`config.mk`:
```
export PLATFORM = sky130hd
export DESIGN_NAME = wwrs_supervisor
export DESIGN_NICKNAME = d
export VERILOG_FILES = /design/src/wwrs_pkg.sv /design/src/wwrs_supervisor.sv
export SDC_FILE = /design/constraint.sdc
export NUM_CORES = 1
export LEC_CHECK = 0
export ABC_AREA = 1
export BUFFER_PORTS_ARGS = -buffer_cell sky130_fd_sc_hd__buf_2
export CELL_PAD_IN_SITES_DETAIL_PLACEMENT = 1
export CELL_PAD_IN_SITES_GLOBAL_PLACEMENT = 1
export CORE_MARGIN = 5
export CORE_UTILIZATION = 45
export CTS_CLUSTER_SIZE = 40
export DETAILED_ROUTE_END_ITERATION = 8
export GPL_TIMING_DRIVEN = 0
export PLACE_DENSITY = 0.84
export REMOVE_ABC_BUFFERS = 1
export SLEW_MARGIN = 15
export SYNTH_ARGS = -nofsm -noshare
export SYNTH_HDL_FRONTEND = slang
export SYNTH_SLANG_ARGS = --single-unit
```
`constraint.sdc`:
```
create_clock -name clock -period 2.9 [get_ports clock]
set_input_delay 0.435 -clock clock [delete_from_list [all_inputs] [get_ports clock]]
set_output_delay 0.435 -clock clock [all_outputs]
set_load 0.03 [all_outputs]
```
`src/wwrs_pkg.sv`:
```
// package: constants and types for the wake/watchdog/reset supervisor
package wwrs_pkg;
  // timing coefficients, applied to one delay-capacitor unit (0.1 uF -> 40 ms wake period)
  localparam int WAKE_COEF = 400000;
  localparam int RDLY_COEF = 50000;
  localparam int RWAKE_COEF = 200000;
  // clock rate and the clock period in ns
  localparam int CLOCK_MHZ = 50;
  localparam int CLOCK_PERIOD_NS = 20;
  // default prescale: clock cycles per coefficient unit (0.1 uF -> 100 ns per unit -> 5 cycles)
  localparam int UNIT_NS = 100;
  localparam int UNIT_CYCLES = (UNIT_NS + CLOCK_PERIOD_NS - 1) / CLOCK_PERIOD_NS;
  // wake half period and delay counts, all in prescaled ticks
  localparam logic [19:0] WAKE_HALF = 20'(WAKE_COEF / 2);
  localparam logic [19:0] RDLY_TICKS = 20'(RDLY_COEF);
  localparam logic [19:0] RWAKE_TICKS = 20'(RWAKE_COEF);
  localparam logic [19:0] CNT_ZERO = 20'h00000;
  localparam logic [19:0] CNT_ONE = 20'h00001;
  localparam int PRE_W = 16;
  // supervisor phases
  typedef enum logic [1:0] {
    WWRS_RESET = 2'b00,
    WWRS_DELAY = 2'b01,
    WWRS_HIGH = 2'b10,
    WWRS_LOW = 2'b11
  } wwrs_state_t;
  // outputs toward the microprocessor
  typedef struct packed {
    logic wake;
    logic reset_n;
  } wwrs_out_t;
endpackage : wwrs_pkg

```
`src/wwrs_supervisor.sv`:
```
// module: wake-up generator, watchdog and reset supervisor
`timescale 1ns/100ps
`default_nettype none
// Summary of operation
// - wake output is a continuous square wave, equal halves, period from timing constant.
// - first watchdog falling edge in a cycle drops wake until next cycle.
// - later watchdog falling edges in the same cycle are ignored.
// - no watchdog edge in a whole cycle gives a reset pulse at its end.
// - wake is forced low while reset is asserted.
// - after reset release the wake cycle restarts after the reset-to-wake delay.
// - at power-up reset holds until the output is reported in regulation.
// - reset asserts while output is reported under voltage, until restored.
// - reset stays asserted one reset-delay interval after its cause clears.
// - wake period, reset delay, reset-to-wake delay scale 8:1:4 from one constant.
module wwrs_supervisor
  import wwrs_pkg::*;
(
  // clock and power-on reset
  input wire logic clock,
  input wire logic rstn,
  // timing constant: clock cycles per coefficient unit
  input wire logic [PRE_W-1:0] unit_cycles,
  // regulator status, high while output is within regulation
  input wire logic in_regulation,
  // watchdog from the microprocessor
  input wire logic watchdog_input,
  // outputs toward the microprocessor
  output wwrs_out_t sup_out
);

  // ***************************************
  // input conditioning
  // ***************************************
  logic [2:0] wd_sync;
  logic [2:0] reg_sync;
  logic wd_level;
  logic reg_ok;
  logic wd_fall;

  // three-stage synchronisers; level changes once stages two and three agree
  always_ff @(posedge clock or negedge rstn) begin
    if (!rstn) begin
      wd_sync <= 3'h7;
      reg_sync <= 3'h0;
    end else begin
      wd_sync <= {wd_sync[1:0], watchdog_input};
      reg_sync <= {reg_sync[1:0], in_regulation};
    end
  end

  // filtered levels and falling edge of watchdog
  always_ff @(posedge clock or negedge rstn) begin
    if (!rstn) begin
      wd_level <= 1'b1;
      reg_ok <= 1'b0;
    end else begin
      if (wd_sync[1] == wd_sync[2]) begin
        wd_level <= wd_sync[2];
      end
      if (reg_sync[1] == reg_sync[2]) begin
        reg_ok <= reg_sync[2];
      end
    end
  end

  assign wd_fall = wd_level && (wd_sync[1] == wd_sync[2]) && !wd_sync[2];

  // ***************************************
  // prescaler
  // ***************************************
  logic [PRE_W-1:0] pre_cnt;
  logic tick;

  // one tick per timing unit
  always_ff @(posedge clock or negedge rstn) begin
    if (!rstn) begin
      pre_cnt <= '0;
      tick <= 1'b0;
    end else if (pre_cnt + PRE_W'(1) >= unit_cycles) begin
      pre_cnt <= '0;
      tick <= 1'b1;
    end else begin
      pre_cnt <= pre_cnt + PRE_W'(1);
      tick <= 1'b0;
    end
  end

  // ***************************************
  // supervisor sequence
  // ***************************************
  wwrs_state_t state;
  logic [19:0] cnt;
  logic wd_seen;
  logic wake_low;
  logic wd_miss;

  // end of a complete wake cycle: last tick of the low half
  function automatic logic cycle_end(input wwrs_state_t s, input logic t, input logic [19:0] c);
    return (s == WWRS_LOW) && t && (c == CNT_ONE);
  endfunction

  // missed watchdog at end of a complete wake cycle
  assign wd_miss = cycle_end(state, tick, cnt) && !wd_seen;

  // phase and interval counter
  always_ff @(posedge clock or negedge rstn) begin
    if (!rstn) begin
      state <= WWRS_RESET;
      cnt <= RDLY_TICKS;
    end else if (!reg_ok || wd_miss) begin
      state <= WWRS_RESET;
      cnt <= RDLY_TICKS;
    end else begin
      unique case (state)
        WWRS_RESET: begin
          if (tick) begin
            if (cnt == CNT_ONE) begin
              state <= WWRS_DELAY;
              cnt <= RWAKE_TICKS;
            end else begin
              cnt <= cnt - CNT_ONE;
            end
          end
        end
        WWRS_DELAY: begin
          if (tick) begin
            if (cnt == CNT_ONE) begin
              state <= WWRS_HIGH;
              cnt <= WAKE_HALF;
            end else begin
              cnt <= cnt - CNT_ONE;
            end
          end
        end
        WWRS_HIGH: begin
          if (tick) begin
            if (cnt == CNT_ONE) begin
              state <= WWRS_LOW;
              cnt <= WAKE_HALF;
            end else begin
              cnt <= cnt - CNT_ONE;
            end
          end
        end
        WWRS_LOW: begin
          if (tick) begin
            if (cnt == CNT_ONE) begin
              state <= WWRS_HIGH;
              cnt <= WAKE_HALF;
            end else begin
              cnt <= cnt - CNT_ONE;
            end
          end
        end
      endcase
    end
  end

  // watchdog edge capture, one per wake cycle
  always_ff @(posedge clock or negedge rstn) begin
    if (!rstn) begin
      wd_seen <= 1'b0;
      wake_low <= 1'b0;
    end else if (state == WWRS_RESET || state == WWRS_DELAY) begin
      wd_seen <= 1'b0;
      wake_low <= 1'b0;
    end else if (cycle_end(state, tick, cnt)) begin
      wd_seen <= 1'b0; // new cycle starts
      wake_low <= 1'b0;
    end else if (wd_fall && !wd_seen) begin
      wd_seen <= 1'b1;
      wake_low <= 1'b1;
    end
  end

  // outputs straight from flip-flops
  always_ff @(posedge clock or negedge rstn) begin
    if (!rstn) begin
      sup_out <= '0;
    end else begin
      sup_out.reset_n <= (state != WWRS_RESET) && reg_ok && !wd_miss;
      sup_out.wake <= (state == WWRS_HIGH) && !(wd_fall && !wd_seen) && !wake_low && reg_ok;
    end
  end

  // ***************************************
  // assertion helpers
  // ***************************************
  logic [19:0] high_ticks;

  // ticks seen while wake stands high, cleared when it drops
  always_ff @(posedge clock or negedge rstn) begin
    if (!rstn) begin
      high_ticks <= CNT_ZERO;
    end else if (!sup_out.wake) begin
      high_ticks <= CNT_ZERO;
    end else if (tick) begin
      high_ticks <= high_ticks + CNT_ONE;
    end
  end
endmodule : wwrs_supervisor
`default_nettype wire

```
Yosys cells after proc, flatten, opt, wreduce, memory -nomap -nowiden
Cells that the tools add are included.
{"block": "op_classes", "eq_ne": 13, "n_reduce_logical": 24, "n_mux": 17, "n_addsub": 2, "n_lt_le_gt_ge": 1}
{"op": "$mux 20", "n": 4}
{"op": "$eq 20x1->1 const B", "n": 1}
{"op": "$sub 20x1->20 const B", "n": 1}
{"op": "$add 16x1->16 const B", "n": 1}
{"op": "$ge 16x16->1", "n": 1}
{"op": "$mux 16", "n": 1}
{"op": "$mux 2", "n": 7}
{"op": "$ne 3x3->1 const B", "n": 4}
{"op": "$logic_and 1x1->1", "n": 11}
{"op": "$ne 3x1->1 const B", "n": 3}
{"op": "$pmux 2 s3", "n": 1}
{"op": "$reduce_and 6->1", "n": 1}
{"op": "$logic_not 1->1", "n": 5}
{"op": "$eq 2x2->1 const B", "n": 2}
{"op": "$mux 1", "n": 4}
{"op": "$reduce_or 4->1", "n": 1}
{"op": "$reduce_bool 3->1", "n": 1}
{"op": "$eq 1x1->1", "n": 2}
{"op": "$eq 2x1->1 const B", "n": 1}
{"op": "$logic_not 2->1", "n": 1}
{"op": "$logic_or 1x1->1", "n": 2}
{"op": "$reduce_bool 2->1", "n": 1}
{"op": "$reduce_or 2->1", "n": 1}
{"block": "word_totals", "register_bits": 50, "wordCells": 68, "output_inout_bits": 2, "inputBits": 20}

Logic depth before layout (Yosys ltp)
{"block": "logic_depth", "depth_word": 8, "ltp_mapped": 17, "mapped_depth_nobuf": 16}

Least setup slack after synthesis
OpenSTA, ideal clock, no wires.
{"block": "synth_timing", "kind": "register to register", "startpoint": "reg pre_cnt[0]", "endpoint": "reg pre_cnt[10]", "arrival_time_ns": 2.433, "required_ns": 2.777, "setup_ns": 0.123, "period_less_slack_ns": 2.555, "path_buffers": 1, "path_stages_with_launch": 18, "path_slack_ns": 0.345, "path_cell_list": "dfrtp_1 -> ha_1 -> nand2_1 -> nor2_1 -> nand3_1 -> inv_1 -> nand4_1 -> xor2_1 -> inv_1 -> ha_1 -> nand2_1 -> inv_1 -> nand3_1 -> nor3_1 -> nand3_1 -> nand3_1 -> buf_4 -> nor2_1"}
{"block": "synth_via", "elab_chain_cells": 3}
{"item": "from (decl)", "line_no": "wwrs_supervisor.sv:71", "rtl": "logic [PRE_W-1:0] pre_cnt;"}
{"item": "from (signal assigned)", "line_no": "wwrs_supervisor.sv:83", "rtl": "pre_cnt <= pre_cnt + PRE_W'(1);"}
{"item": "$add 16x1->16 *", "line_no": "wwrs_supervisor.sv:79, wwrs_supervisor.sv:83"}
{"item": "$ge 16x16->1", "line_no": "wwrs_supervisor.sv:79", "rtl": "end else if (pre_cnt + PRE_W'(1) >= unit_cycles) begin"}
{"item": "$mux 16 *", "line_no": "wwrs_supervisor.sv:79"}
Every way passes the cells marked *; elsewhere a longest branch is shown, timed or not.
A chain may end at the register's enable or synchronous reset.

Worst setup path in the final report
{"block": "layout_timing", "startpoint": "reg pre_cnt[0]", "endpoint": "reg pre_cnt[4]"}
Same word-level chain as after synthesis.

==> results.txt <==
----------------------------------------------------
[Outcome]
  Outcome ... finished, final reports clean

[Die]
  Die Outline Area ... 9039 um^2
  Floorplan core area ... 7137 um^2
  Site row count ... 31
  Die Wd ... 95.08 um
  Initial Util ... 45.63%
  Number of top-level pins ... 22
  Die H ... 95.08 um

[Timing]
  Remaining max-slew budget at the tightest pin ... 52.02%
  Achievable Freq ... 0.3775 GHz
  Pins Over Slew Limit ... 0
  Count of endpoints failing setup in the final report ... 0
  Worst Clk Skew ... 9.318 ps
  Unrepaired setup endpoints after global routing ... no
  Period utilization ... 91.35%
  Setup total negative slack ... 0 ps
  Time the worst path needs with I/O delays and setup ... 2649 ps
  Final hold vios ... 0
  Worst-Margin Slew ... 719.7 ps

[Setup path]
  WP data arrival ... 2850 ps
  Reg2reg start ... pre_cnt[0]$_DFF_PN0_
  End point of the critical path ... pre_cnt[4]$_DFF_PN0_
  Number of logic stages on the critical path including buffering ... 17
  Buffering stage count on the worst path with inverters included ... 4
  Required arrival time at the worst endpoint ... 3100 ps
  Critical-path maximum fanout ... 6
  Sequence of cells on the critical path ... ha_2, nand2_1, nor2_4, nand3_2, inv_2, nand4_1, xor2_1, inv_1, ha_1, nand2_1, inv_1, nand3_2, nor3_4, nand3_2, nand3_4, buf_4, nor2_1
  Endpoint of the lowest-slack register-to-register path ... pre_cnt[4]$_DFF_PN0_
  Family with the most delay on the worst path ... simple AND/OR/NAND/NOR gates
  Timing startpoint of the critical path ... pre_cnt[0]$_DFF_PN0_
  Setup CP Type ... reg2reg
  Reg-to-reg setup timing slack ... 250 ps
  Largest stage delay on the critical path ... 390 ps
  Master of the slowest instance on the critical path ... dfrtp_1
  Worst Setup End Kind ... flop
  Number of cell instances on the worst register-to-register path ... 17
  Element type at the critical path start ... flop
  Critical Path Most Common Cell ... nand3_2

[Yosys]
  Area fraction of the dominant cell type after synthesis ... 30.73%
  Syn Inst Count ... 429
  Yosys warning count ... 0
  Most common cell in the synthesized netlist ... nand2_1
  Largest cells by area after synthesis ... dfrtp_1 31%, nand2_1 11%, ha_1 8.8%
  Synthesized flop and latch total ... 50
  Count of unique library cells instantiated by Yosys ... 36
  Leading register cell type out of synthesis ... dfrtp_1
  Mapped Area ... 3257 um^2
  Sequential cell area fraction in the yosys report ... 38.80%
  Most area-hungry cell type in the Yosys netlist ... dfrtp_1
  Post-synth ARST share ... 100.0%
  Mean instance size in the synthesized netlist ... 7.592 um^2
  Number of enable flip-flop cells after synthesis ... 0
  Most used standard cells in the synthesized netlist ... 99 x nand2_1, 75 x nor2_1, 64 x inv_1

[Placed design]
  Cell Count Post-Placement ... 543
  Global placer's final weighted congestion ... 0.8454
  Number of input and output port buffers inserted ... 21
  Post-detail-place hpwl ... 5830 um

[Power and ir drop]
  Static leakage ... 1.955 nW
  Worst voltage drop across the vdd grid ... 242.7 uV
  Power density over cell area ... 509.0 nW/um^2

[Run]
  Max-cap violation count ... 0

[Clocking]
  Inserted Clock Buffers ... 5
  TritonCTS clock tree ... yes
  # clock sinks ... 50
  H-Tree Depth ... 2
  Clock-pin transition on the worst setup and hold timing paths ... 90 ps
  Root Driver ... clkbuf_8
  Clock buffer depth ... 2
  Clock insertion delay at the later pin of the skew report ... 310 ps

[GRT]
  Maximum number of pins on one net before global-route repair ... 51
  Initial antenna violation count ... 0
  First-pass GRT wire length ... 13650 um
  Global routing usage summed across all routing layers ... 19.09%
  Via count of the first global-routing pass ... 2943
  Total congestion overflow after global routing ... 0

[Route]
  TritonRoute pass-1 iters ... 4
  Via density per instance ... 5.016
  DRC errors left ... 0
  Post-DR wirelength/cell ... 13.96 um
  Antenna viol nets, final ... 0
  Final routed wirelength across all metal layers ... 7759 um
  Iter 0 DRT Violations ... 53
  Via total after detailed routing ... 2789

[Cells and area]
  # nets final ... 499
  Number of fill cells ... 927
  Final non-filler cell total ... 556
  Ant. Diodes ... 0
  Signed area change from the synthesized netlist to the final layout ... 11.87%
  Proportion of layout cells with a drive suffix above 1 ... 16.19%

[Min path]
  Class of the worst hold path ... in2async

----------------------------------------------------
[routing by layer]
layer	share of wire [%]	vias up	track usage [%]
li1	-	1386	-
met1	48	1378	25.19
met2	49	17	32.42
met3	1.5	8	3.157
met4	0.98	0	5.048
met5	0	-	0
[worst min-delay path by stage]
stage | from | endpoint | slack, ps | cells after the start
final | rstn | pre_cnt[1]$_DFF_PN0_ | 140 | 1
after global placement | reg_sync[0]$_DFF_PN0_ | reg_sync[1]$_DFF_PN0_ | 340 | 0
after global routing | rstn | cnt[16]$_DFFE_PN0P_ | 190 | 1
after floorplan | rstn | cnt[0]$_DFFE_PN0P_ | 140 | 0
after detailed placement | reg_sync[0]$_DFF_PN0_ | reg_sync[1]$_DFF_PN0_ | 340 | 0
after CTS | watchdog_input | wd_sync[0]$_DFF_PN1_ | 200 | 1
[final cells by class]
type	count	area [um^2]	share of cell area, %
tap	99	123.9	3.400
timing repair buffer	26	145.1	3.984
multi-input combinational	305	1743	47.84
clock inverter	3	40.04	1.099
clock buffer	5	68.82	1.889
sequential	50	1265	34.72
inverter	68	257.7	7.074
[registers in the layout, summed over array words and instances (netlist names)]
signal and flops:
reg_sync 3, tick 1, pre_cnt 16, state 2, wake_low 1, wd_sync 3, reg_ok 1, sup_out 2
wd_level 1, cnt 20
[metrics by stage]
step | setup WS, ps | hold WS, ps | total power, mW | util [%] | instance area [um^2]
finish | 250.9 | 139.5 | 1.855 | 51.05 | 3643
global route | 53.12 | 186.8 | 1.989 | 51.05 | 3643
CTS | 6.132 | 195.6 | 1.863 | 50.28 | 3588
detailed placement | -488.7 | 336.3 | 1.355 | 48.11 | 3433
global placement | -313.3 | 335.9 | 1.309 | 48.11 | 3433
floorplan | 337.6 | 139.4 | 1.207 | - | 3204
[timing repair]
action,in CTS,in global routing
gates cloned,0,0
hold buffers,0,0
pin swaps,1,4
endpoints found under the setup margin,17,17
endpoints found under the hold margin,0,0
buffers inserted,3,2
gates resized for setup,5,10
[cell usage in the layout, fill, tap and decap left out, types with 2 or more instances in the layout]
cell type	netlist	layout
a21oi_1	17	16
clkbuf_8	0	5
nor2_1	75	74
o21bai_1	2	2
clkinv_2	0	2
nand2_2	2	3
nand3_2	0	3
dfrtp_1	40	39
nand2_1	99	98
inv_1	64	63
buf_2	0	20
nor2_4	3	4
ha_1	23	22
xor2_1	20	20
xnor2_1	2	2
nand3_1	21	17
nand4_1	7	7
nor3_1	6	4
o211ai_1	2	2
o21ai_0	8	8
dfstp_2	10	10
o21ai_1	3	3
buf_4	2	6
nor2_2	3	3
inv_2	3	4
[where the power goes]
group / leakage (nW) / internal, mW / total, mW / switching [mW]
combinational: 1.26 / 0.181 / 0.502 / 0.322
clock: 0.0579 / 0.254 / 0.497 / 0.243
sequential: 0.639 / 0.784 / 0.855 / 0.0715
total: 1.95 / 1.22 / 1.85 / 0.636
[kinds of logic after synthesis]
logic type | Yosys count | synth area share [%]
flops | 50 | 38.80
xor+xnor | 22 | 5.916
compound gates | 35 | 5.954
simple gates | 224 | 30.66
fa+ha+maj | 24 | 9.143
buf+inv | 74 | 9.527
(Power assumes the default switching activity.)
